==> src/design/mrd_pkg.sv <==
//==========================================================================
//==========================================================================
package mrd_pkg;

  //==========================================================================
  // Command codes on the decoded command pins
  localparam logic [2:0] CMD_NOP = 3'h0;
  localparam logic [2:0] CMD_READ_START = 3'h1;
  localparam logic [2:0] CMD_WRITE_START = 3'h2;
  localparam logic [2:0] CMD_LOWER_ADDR_LATCH = 3'h3;
  localparam logic [2:0] CMD_REG_SET = 3'h4;

  //==========================================================================
  // Mode register field layout and codes
  localparam int MR_LEN_LSB = 0;
  localparam int MR_TYPE_BIT = 3;
  localparam int MR_CL_LSB = 4;
  localparam int MR_TEST_BIT = 7;
  localparam int ER_DLL_BIT = 0;
  localparam int ER_DRV_LO_BIT = 1;
  localparam int ER_DRV_HI_BIT = 6;
  localparam logic [2:0] LEN_2 = 3'h1;
  localparam logic [2:0] LEN_4 = 3'h2;
  localparam logic [2:0] CL_4 = 3'h4;
  localparam logic [13:0] MR_RSV_MASK = 14'h3f00;
  localparam logic [13:0] ER_RSV_MASK = 14'h3fbc;
  localparam logic [1:0] BANK_REGULAR = 2'h0;
  localparam logic [1:0] BANK_EXTENDED = 2'h1;

  //==========================================================================
  // Latency countdown: load value and firing points (burst starts a cycle later)
  localparam logic [2:0] LAT_LOAD = 3'h3;
  localparam logic [2:0] RD_FIRE_CNT = 3'h2;
  localparam logic [2:0] WR_FIRE_CNT = 3'h3;
  localparam logic [1:0] LAST_BEAT_2 = 2'h1;
  localparam logic [1:0] LAST_BEAT_4 = 2'h3;

  //==========================================================================
  // Wishbone register offsets and fields
  localparam logic [3:0] OFS_REGULAR = 4'h0;
  localparam logic [3:0] OFS_EXTENDED = 4'h4;
  localparam logic [3:0] OFS_STATUS = 4'h8;
  localparam logic [3:0] OFS_CTRL = 4'hc;
  localparam int ST_BANK_ERR = 2;
  localparam int ST_FIELD_ERR = 3;
  localparam logic CTRL_EN_RST = 1'b1;
  localparam logic DLL_EN_RST = 1'b1;

  //==========================================================================
  // Command sequencer states
  typedef enum logic [1:0] {
    MRD_IDLE = 2'b00,
    MRD_RD_PEND = 2'b01,
    MRD_WR_PEND = 2'b10
  } mrd_state_type;

  // All state of the top module
  typedef struct packed {
    logic [2:0] cmd1;
    logic [2:0] cmd2;
    logic [13:0] adr1;
    logic [13:0] adr2;
    logic [2:0] bnk1;
    logic [2:0] bnk2;
    mrd_state_type st;
    logic [2:0] lat;
    logic pend;
    logic pend_wr;
    logic busy;
    logic busy_wr;
    logic [13:0] base;
    logic [1:0] beat;
    logic [2:0] mr_len;
    logic mr_ilv;
    logic [2:0] mr_cl;
    logic mr_test;
    logic dll_en;
    logic [1:0] er_drv;
    logic reg_set;
    logic ext_set;
    logic bank_err;
    logic field_err;
    logic cmd_en;
    logic ack;
    logic [31:0] dat;
    logic beat_vld;
    logic beat_wr;
    logic [13:0] col;
  } mrd_top_state_type;

endpackage : mrd_pkg

==> src/design/mrd_burst_if.sv <==
//==========================================================================
// Burst ordering request and answer
interface mrd_burst_if;
  logic [1:0] start; // Starting lower column bits
  logic [1:0] beat; // Beat index
  logic len4; // Four-word burst
  logic ileave; // Interleave ordering
  logic [1:0] col; // Ordered lower column bits
  modport gen (input start, input beat, input len4, input ileave, output col);
  modport user (output start, output beat, output len4, output ileave, input col);
endinterface : mrd_burst_if

==> src/design/mrd_burst_order.sv <==
//==========================================================================
// Lower column address of one beat
module mrd_burst_order (
  // Ordering request
  mrd_burst_if.gen bif
);
  logic [1:0] mask; // Bits inside the burst range
  logic [1:0] off; // Ordered value before masking

  // Only burst-range bits move; higher bits never see a carry
  always_comb begin
    mask = bif.len4 ? 2'h3 : 2'h1;
    if (bif.ileave) begin
      off = bif.start ^ bif.beat;
    end else begin
      off = bif.start + bif.beat;
    end
    bif.col = (bif.start & ~mask) | (off & mask);
  end
endmodule : mrd_burst_order

==> src/design/mrd_top.sv <==
//==========================================================================
// Mode register decode and burst address ordering
//
// Our own choices: the placing of the registers and the Wishbone interface to the registers.
module mrd_top
  import mrd_pkg::*;
#(
  parameter int ADDR_W = 14
) (
  // Clock and reset
  input wire logic clk_i,
  input wire logic rst_i,
  // Command pins
  input wire logic [2:0] cmd_i,
  input wire logic [13:0] addr_i,
  input wire logic [2:0] bank_i,
  // Burst beats
  output logic beat_vld_o,
  output logic beat_wr_o,
  output logic [13:0] beat_col_o,
  // Extended mode settings
  output logic dll_en_o,
  output logic [1:0] drv_strength_o,
  // Wishbone slave
  input wire logic wb_cyc_i,
  input wire logic wb_stb_i,
  input wire logic wb_we_i,
  input wire logic [3:0] wb_adr_i,
  input wire logic [3:0] wb_sel_i,
  input wire logic [31:0] wb_dat_i,
  output logic wb_ack_o,
  output logic [31:0] wb_dat_o
);

  // Address width is fixed by the pin map
  if (ADDR_W != 14) begin : g_bad_width
    $error("mrd_top: ADDR_W must be 14");
  end

  mrd_top_state_type s_ff; // Registered state
  mrd_top_state_type nxt_s; // Next state
  logic [2:0] cmd; // Command after enable gate
  logic hit; // New bus request
  mrd_burst_if bif (); // Link to ordering logic

  //==========================================================================
  // Burst ordering
  assign bif.start = s_ff.base[1:0];
  assign bif.beat = s_ff.beat;
  assign bif.len4 = (s_ff.mr_len == LEN_4);
  assign bif.ileave = s_ff.mr_ilv;

  mrd_burst_order u_order (
    .bif (bif.gen)
  );

  //==========================================================================
  // Next state
  always_comb begin
    nxt_s = s_ff;
    // Two-stage pin synchronisers
    nxt_s.cmd1 = cmd_i;
    nxt_s.adr1 = addr_i;
    nxt_s.bnk1 = bank_i;
    nxt_s.cmd2 = s_ff.cmd1;
    nxt_s.adr2 = s_ff.adr1;
    nxt_s.bnk2 = s_ff.bnk1;
    cmd = s_ff.cmd_en ? s_ff.cmd2 : CMD_NOP;
    hit = wb_cyc_i && wb_stb_i && !s_ff.ack;
    nxt_s.ack = hit;
    nxt_s.beat_vld = 1'b0;

    // Bus writes; clears come first so hardware sets below win
    if (hit && wb_we_i && wb_sel_i[0]) begin
      if (wb_adr_i == OFS_CTRL) begin
        nxt_s.cmd_en = wb_dat_i[0];
      end else if (wb_adr_i == OFS_STATUS) begin
        nxt_s.bank_err = s_ff.bank_err & ~wb_dat_i[ST_BANK_ERR];
        nxt_s.field_err = s_ff.field_err & ~wb_dat_i[ST_FIELD_ERR];
      end
    end

    // Bus read data from current state
    case (wb_adr_i)
      OFS_REGULAR: begin
        nxt_s.dat = {24'h0, s_ff.mr_test, s_ff.mr_cl, s_ff.mr_ilv, s_ff.mr_len};
      end
      OFS_EXTENDED: begin
        nxt_s.dat = {25'h0, s_ff.er_drv[1], 4'h0, s_ff.er_drv[0], ~s_ff.dll_en};
      end
      OFS_STATUS: begin
        nxt_s.dat = {27'h0, s_ff.busy, s_ff.field_err, s_ff.bank_err,
                     s_ff.ext_set, s_ff.reg_set};
      end
      OFS_CTRL: begin
        nxt_s.dat = {31'h0, s_ff.cmd_en};
      end
      default: begin
        nxt_s.dat = 32'h0;
      end
    endcase

    // Latency countdown toward the first beat
    if (s_ff.pend) begin
      nxt_s.lat = s_ff.lat - 3'h1;
      if (s_ff.lat == (s_ff.pend_wr ? WR_FIRE_CNT : RD_FIRE_CNT)) begin
        nxt_s.pend = 1'b0;
        nxt_s.busy = 1'b1;
        nxt_s.busy_wr = s_ff.pend_wr;
        nxt_s.beat = 2'h0;
      end
    end

    // Burst beats
    if (s_ff.busy) begin
      nxt_s.beat_vld = 1'b1;
      nxt_s.beat_wr = s_ff.busy_wr;
      nxt_s.col = {s_ff.base[13:2], bif.col};
      nxt_s.beat = s_ff.beat + 2'h1;
      if (s_ff.beat == (bif.len4 ? LAST_BEAT_4 : LAST_BEAT_2)) begin
        nxt_s.busy = 1'b0;
      end
    end

    // Two-command sequencer
    case (s_ff.st)
      MRD_IDLE: begin
        if (cmd == CMD_READ_START) begin
          nxt_s.st = MRD_RD_PEND;
        end else if (cmd == CMD_WRITE_START) begin
          nxt_s.st = MRD_WR_PEND;
        end
      end
      MRD_RD_PEND: begin
        nxt_s.st = MRD_IDLE;
        if (cmd == CMD_LOWER_ADDR_LATCH) begin
          // Only latency 4 exists, so the countdown load is fixed
          nxt_s.pend = 1'b1;
          nxt_s.pend_wr = 1'b0;
          nxt_s.lat = LAT_LOAD;
          nxt_s.base = s_ff.adr2;
        end else if (cmd == CMD_REG_SET) begin
          // Register set cancels the read
          if (s_ff.bnk2[1]) begin
            nxt_s.bank_err = 1'b1;
          end else if (s_ff.bnk2[1:0] == BANK_REGULAR) begin
            nxt_s.reg_set = 1'b1;
            nxt_s.mr_len = s_ff.adr2[MR_LEN_LSB +: 3];
            nxt_s.mr_ilv = s_ff.adr2[MR_TYPE_BIT];
            nxt_s.mr_cl = s_ff.adr2[MR_CL_LSB +: 3];
            nxt_s.mr_test = s_ff.adr2[MR_TEST_BIT];
            if (s_ff.adr2[MR_CL_LSB +: 3] != CL_4 || s_ff.adr2[MR_TEST_BIT]
                || (s_ff.adr2 & MR_RSV_MASK) != 14'h0 || s_ff.bnk2[2]
                || (s_ff.adr2[MR_LEN_LSB +: 3] != LEN_2
                    && s_ff.adr2[MR_LEN_LSB +: 3] != LEN_4)) begin
              nxt_s.field_err = 1'b1;
            end
          end else begin
            nxt_s.ext_set = 1'b1;
            nxt_s.dll_en = ~s_ff.adr2[ER_DLL_BIT];
            nxt_s.er_drv = {s_ff.adr2[ER_DRV_HI_BIT], s_ff.adr2[ER_DRV_LO_BIT]};
            if (s_ff.adr2[ER_DLL_BIT] || (s_ff.adr2 & ER_RSV_MASK) != 14'h0
                || s_ff.bnk2[2]) begin
              nxt_s.field_err = 1'b1;
            end
          end
        end
      end
      MRD_WR_PEND: begin
        nxt_s.st = MRD_IDLE;
        if (cmd == CMD_LOWER_ADDR_LATCH) begin
          nxt_s.pend = 1'b1;
          nxt_s.pend_wr = 1'b1;
          nxt_s.lat = LAT_LOAD;
          nxt_s.base = s_ff.adr2;
        end
      end
      default: begin
        nxt_s.st = MRD_IDLE;
      end
    endcase
  end

  //==========================================================================
  // State register
  always_ff @(posedge clk_i) begin
    if (rst_i) begin
      s_ff <= '0;
      s_ff.cmd_en <= CTRL_EN_RST;
      s_ff.dll_en <= DLL_EN_RST;
    end else begin
      s_ff <= nxt_s;
    end
  end

  //==========================================================================
  // Outputs
  assign beat_vld_o = s_ff.beat_vld;
  assign beat_wr_o = s_ff.beat_wr;
  assign beat_col_o = s_ff.col;
  assign dll_en_o = s_ff.dll_en;
  assign drv_strength_o = s_ff.er_drv;
  assign wb_ack_o = s_ff.ack;
  assign wb_dat_o = s_ff.dat;
endmodule : mrd_top

==> config.mk <==
export PLATFORM = sky130hd
export DESIGN_NAME = mrd_top
export DESIGN_NICKNAME = d
export VERILOG_FILES = /design/src/design/mrd_pkg.sv /design/src/design/mrd_burst_if.sv /design/src/design/mrd_burst_order.sv /design/src/design/mrd_top.sv
export SDC_FILE = /design/constraint.sdc
export NUM_CORES = 1
export LEC_CHECK = 0
export BUFFER_PORTS_ARGS = -buffer_cell sky130_fd_sc_hd__buf_2
export CAP_MARGIN = 20
export CORE_ASPECT_RATIO = 1.75
export CORE_MARGIN = 2
export CORE_UTILIZATION = 40
export DETAILED_ROUTE_END_ITERATION = 16
export GPL_TIMING_DRIVEN = 0
export HOLD_SLACK_MARGIN = 0.15
export PLACE_DENSITY = 0.73
export SLEW_MARGIN = 20
export SYNTH_ARGS = -nofsm -noshare
export SYNTH_HDL_FRONTEND = slang
export SYNTH_SLANG_ARGS = --single-unit
==> constraint.sdc <==
create_clock -name clk_i -period 1.95 [get_ports clk_i]
set_input_delay 0.195 -clock clk_i [delete_from_list [all_inputs] [get_ports clk_i]]
set_output_delay 0.195 -clock clk_i [all_outputs]
set_load 0.1 [all_outputs]
* Word level (Yosys, flattened, before mapping)
Index checks and enable logic that the tools add are counted.
** Word-level totals
- Output and inout bits :: 52
- Flip-flop bits (word level) :: 130
- Logic and storage cells :: 129
** Operators by class
- Add/sub/neg operators :: 3
- Reductions and logical operators :: 31
- Equal/unequal tests :: 17
- Mux-type cells :: 32
- Bitwise gates (word level) :: 15
** Operator list (count)
- $pmux W8 S4 :: 1
- $reduce_bool A14 Y1 :: 2
- $mux W2 :: 12
- $mux W16 :: 1
- $mux W1 :: 12
- $mux W5 :: 2
- $pmux W5 S2 :: 1
- $reduce_and A5 Y1 :: 2
- $eq A3 B2 Y1 const B :: 3
- $eq A4 B4 Y1 const B :: 2
- $not A1 Y1 :: 8
- $reduce_and A2 Y1 :: 4
- $reduce_bool A2 Y1 :: 4
- $logic_or A1 B1 Y1 :: 6
- $mux W3 :: 2
- $logic_and A1 B1 Y1 :: 5
- $and A2 B2 Y2 :: 2
- $eq A4 B3 Y1 const B :: 1
- $logic_not A2 Y1 :: 2
- $logic_not A4 Y1 :: 1
- $mux W4 :: 1
- $ne A2 B2 Y1 const B :: 2
- $reduce_or A2 Y1 :: 2
- $eq A3 B1 Y1 const B :: 1
- 18 further kinds :: 19

* Longest topological paths before layout
- Depth after elaboration :: 11
- Gate-level depth with buffers :: 7
- Gate-level depth less buffers :: 6

* Cells and area by module
A second synthesis with hierarchy kept.
** Second synthesis, totals
- Cells, all modules :: 410
- Area, all modules :: 4139.0 um2
** Modules (own cells, without submodules)
- mrd_top :: area each 4081.4 um2, cells each 404, instances 1
- mrd_burst_order :: area each 57.6 um2, cells each 6, instances 1

* Least setup slack after synthesis
OpenSTA, ideal clock, no wires.
- Path kind :: reg2reg
- Start point :: register s_ff, in the netlist wb_ack_o
- End point :: register s_ff[49] in the netlist's numbering
- Period minus slack after synthesis :: 1716 ps
- Data required time :: 1830 ps
- Setup slack :: 234 ps
- Cell stages (with the launch flop) :: 5
- Arrival time :: 1596 ps
- Path through :: dfxtp_1 -> nand3b_1 -> or3_1 -> nor3_1 -> o21bai_1
** On the way
- Word-level cells in the longest chain between the ends :: 5
** RTL lines
- from (decl) :: RTL line mrd_top.sv:40 : mrd_top_state_type s_ff;
- from (signal assigned) :: RTL line mrd_top.sv:192 : s_ff <= nxt_s;
- $logic_not A1 Y1 :: RTL line mrd_top.sv:69 : hit = wb_cyc_i && wb_stb_i && !s_ff.ack;
- $logic_and A1 B1 Y1 :: RTL line mrd_top.sv:69
- $logic_and A1 B1 Y1 (2 in series) :: RTL line mrd_top.sv:74 : if (hit && wb_we_i && wb_sel_i[0]) begin
- $reduce_and A2 Y1 (no source line)
No other way between the ends.
A chain may end at the register's enable or synchronous reset.

* Worst setup path after layout
- Start point :: register s_ff[89] in the netlist's numbering
- End point :: register s_ff[59] in the netlist's numbering
** On the way
- Word-level cells in the longest chain between the ends :: 2
** RTL lines
- $eq A2 B1 Y1 :: RTL line mrd_top.sv:126 : case (s_ff.st)
- $reduce_and A5 Y1 (no source line)
No other way between the ends.

==> flow_summary.ini <==
[routing]
wirelength_met1_microns = 3110
route.detailed.wl_per_inst_microns = 12.6
drc_errors = 0
drt_wl_total_microns = 8430
dr_total_vias = 3002
detail_routed_via_count_per_cell = 4.48
detail-route-antenna-nets = 0
route.top_layer_used = met4
met2_wirelength_microns = 4750
routed-wl-met3_microns = 397
dr.first_iter.drc_count = 162
drt-pass1-iter-count = 4

[power_and_ir_drop]
clock_group_share_of_total_power_pct = 40.7
net-switching-power_mw = 1.09
peakVddDrop_v = 0.000748
powerDensity_nw_per_um2 = 866
switching_share_pct = 24.3
power_frac_seq_pct = 49.5
power.static_leakage_nw = 2.24
p_int_mw = 3.41
p_comb_share_pct = 9.8

[critical_path]
worst_path_most_repeated_cell = and4bb_1
cp_max_fo = 9
critPathSlowestCell = dfxtp_1
worstPathCellList = inv_1 -> ha_1 -> and4bb_1 -> and4bb_1 -> buf_6 -> mux2i_1 -> nor2_1
cp_slowest_stage_delay_ns = 0.34
critical_path_class = register to register
worstReg2RegStart = s_ff[89]$_SDFFE_PP0P_
timing.critical_path.from_type = register
worst_r2r_path_depth = 7
worst_setup_path_end_kind = register
timing.reg2reg.setup_slack_ns = 0.22
critPathTopFamily = simple AND/OR/NAND/NOR gates
critical_path_arrival_ns = 1.94
critPathBufInv = 2
critPathRequiredTime_ns = 2.16
worst_flop_to_flop_path_endpoint = s_ff[59]$_SDFFE_PP0P_

[floorplan]
io_pins = 117
floorplan.die.width_microns = 81.0
floorplan.die.height_microns = 139
core_sq_um = 10200
num_rows = 49
initial_utilization_pct = 40.8
design.die.area_sq_um = 11200

[synth]
async_flop_share_pct = 0
synth_common_cells = 106 x dfxtp_1, 49 x buf_4, 44 x nor2b_1
post_synthesis_cell_count = 426
syn_avg_cell_area_sq_um = 9.75
synth_cell_type_count = 46
synth_enable_flop_cells = 0
top_reg_cell_synth = dfxtp_1
yosysTopAreaCellShare_pct = 51.1
synth.most_common_cell = dfxtp_1
yosysWarningCount = 0
synth.top_cells.by_area = dfxtp_1 51%, buf_4 8.9%, mux2i_1 7.5%, nor2b_1 6.6%, nor2_1 3.9%
synth.cell_area_sq_um = 4150
synth_area_leader_cell = dfxtp_1
yosys_register_bits = 106
synth-seq-area-share_pct = 51.1

[sta]
final.setup.worst_slack_ns = 0.221
relSlewSlack_pct = 54.5
timing_max_transition_violations_final = 0
worst-slew-pin-transition_ns = 0.683
hold_viol_final = 0
fin_setup_tns_ns = 0
clock_skew_ns = 0.0116
finalSetupViolCount = 0
finalCritPeriodShare_pct = 88.7
final.min_clock_period_ns = 1.73
rsz0062_at_grt = false
fmax_ghz = 0.578

[min_path]
timing.hold.worst.start = wb_adr_i[1]
hold_class = input port to register
hold_path_end = wb_dat_o[0]$_SDFF_PP0_
holdPathStages = 3

[final_layout]
num-fill-cells = 973
drive_gt1_share_pct = 26.5
antenna-diode-count = 0
finalNetCount = 608
post-route-util_pct = 51.1
layout-area-overhead-vs-synth_pct = 25.4

[global_routing]
antenna_violations_before_repair = 0
grt_first_pass_wirelength_microns = 13400
gr-total-overflow = 0
largest_net_degree_at_the_start_of_global_routing = 18
global_route.usage.total_pct = 15.7
number_of_global_route_vias_before_repair = 2994

[run]
number_of_maximum_capacitance_violations = 0

[clocking]
cts_hold_buf = 21
insertion_delay_ns = 0.34
h-tree-depth = 3
clock_pin_slew_on_the_worst_setup_and_hold_paths_ns = 0.06
cts_tree = done
cts_resized = 0
cts_root_buf = clkbuf_16
clock_sink_count = 106
cts_setup_buffers = 0
cts_inserted_buffers = 9
clock_tree.buffer_depth = 2

[placement]
count_of_buffers_from_port_buffering = 57
gp_congestion = 0.848
hpwlAfterDp_microns = 6320
placement.setup.worst_slack_ns = 0.242

[status]
status = complete, no violations
-- metrics by stage --
step | cells | instance area, sq um | hold slack (ns) | total power, mW
2_1_floorplan | 449 | 4240 | 0.323 | 2.62
3_3_place_gp | 633 | 4680 | 0.409 | 2.68
3_5_place_dp | 633 | 4680 | 0.408 | 2.69
4_1_cts | 670 | 5200 | 0.154 | 4.54
5_1_grt | 670 | 5200 | 0.170 | 4.66
6_report | 670 | 5200 | 0.164 | 4.51
-- power by group through the flow --
| stage | sequential [mW] | combinational [mW] | clock (mW) |
|---|---|---|---|
| 2_1_floorplan | 2.28 | 0.343 | 0 |
| 3_3_place_gp | 2.28 | 0.404 | 0 |
| 3_5_place_dp | 2.28 | 0.408 | 0 |
| 4_1_cts | 2.23 | 0.441 | 1.87 |
| 5_1_grt | 2.23 | 0.469 | 1.96 |
| 6_report | 2.23 | 0.443 | 1.83 |
-- cell usage in the layout, fill, tap and decap left out, types with 2 or more instances in the layout --
cell type	instances
a21oi_1	20
a21oi_2	4
a22oi_1	2
and2_1	2
and4bb_1	2
buf_1	5
buf_2	63
buf_4	49
buf_6	2
clkbuf_1	6
clkbuf_16	9
clkbuf_8	2
conb_1	24
dfxtp_1	106
dlygate4sd3_1	21
ha_1	5
inv_1	6
inv_6	2
mux2i_1	31
nand2_1	40
nand2b_1	3
nand3_1	3
nand3b_1	3
nor2_1	43
nor2b_1	44
nor3_1	7
nor3b_1	3
nor4_1	2
o21ai_0	5
or2_2	2
xnor2_1	4
xor2_1	2
-- tightest hold or removal path: stages --
cell	delay (ns)
buf_2	0.09
or3_4	0.13
nor2b_1	0.04
-- routing by layer --
metal	up-vias	GRT usage, %
li1	1537	-
met1	1367	15.3
met2	88	30.1
met3	10	3.32
met4	0	7.14
met5	-	0
-- sequential cells by signal, summed over array words and instances (netlist names) --
name / count
bif.start: 2
bif.beat: 2
beat_col_o: 14
drv_strength_o: 2
s_ff: 53
bif.ileave: 1
beat_vld_o: 1
wb_ack_o: 1
wb_dat_o: 8
nxt_s: 20
dll_en_o: 1
beat_wr_o: 1
-- area by class of cell --
| cell class | instances | area (sq um) | share of cell area (%) |
|---|---|---|---|
| inverters | 6 | 22.5 | 0.433 |
| plain buffers | 69 | 477 | 9.16 |
| flip-flops and latches | 106 | 2120 | 40.8 |
| clock inverters | 5 | 60.1 | 1.15 |
| clock buffers | 11 | 253 | 4.86 |
| well taps | 127 | 159 | 3.05 |
| multi-input cells | 268 | 1620 | 31.1 |
| repair buffers | 78 | 495 | 9.52 |
-- kinds of logic (layout without fill, tap and decap cells) --
logic type / Yosys count / in the layout / share of synthesized area [%]
other cells: 1 / 24 / 0.0903
flops: 106 / 106 / 51.1
simple gates: 162 / 162 / 20.2
fa+ha+maj: 5 / 5 / 1.51
mux: 32 / 32 / 8.02
compound gates: 39 / 39 / 5.79
buf+inv: 75 / 169 / 12.0
xor+xnor: 6 / 6 / 1.27
-- how the worst max path moves through the flow --
stage	from	end	slack (ns)	depth (start not counted)
6_report	s_ff[89]$_SDFFE_PP0P_	s_ff[59]$_SDFFE_PP0P_	0.22	7
5_1_grt	s_ff[89]$_SDFFE_PP0P_	s_ff[59]$_SDFFE_PP0P_	0.1	7
4_1_cts	s_ff[89]$_SDFFE_PP0P_	s_ff[59]$_SDFFE_PP0P_	0.23	7
3_5_place_dp	s_ff[89]$_SDFFE_PP0P_	s_ff[59]$_SDFFE_PP0P_	0.24	7
3_3_place_gp	s_ff[89]$_SDFFE_PP0P_	s_ff[59]$_SDFFE_PP0P_	0.32	7
2_1_floorplan	wb_ack_o$_SDFF_PP0_	s_ff[49]$_SDFFE_PP1P_	0.23	4
Note: power is estimated with default switching activity, not from simulation.
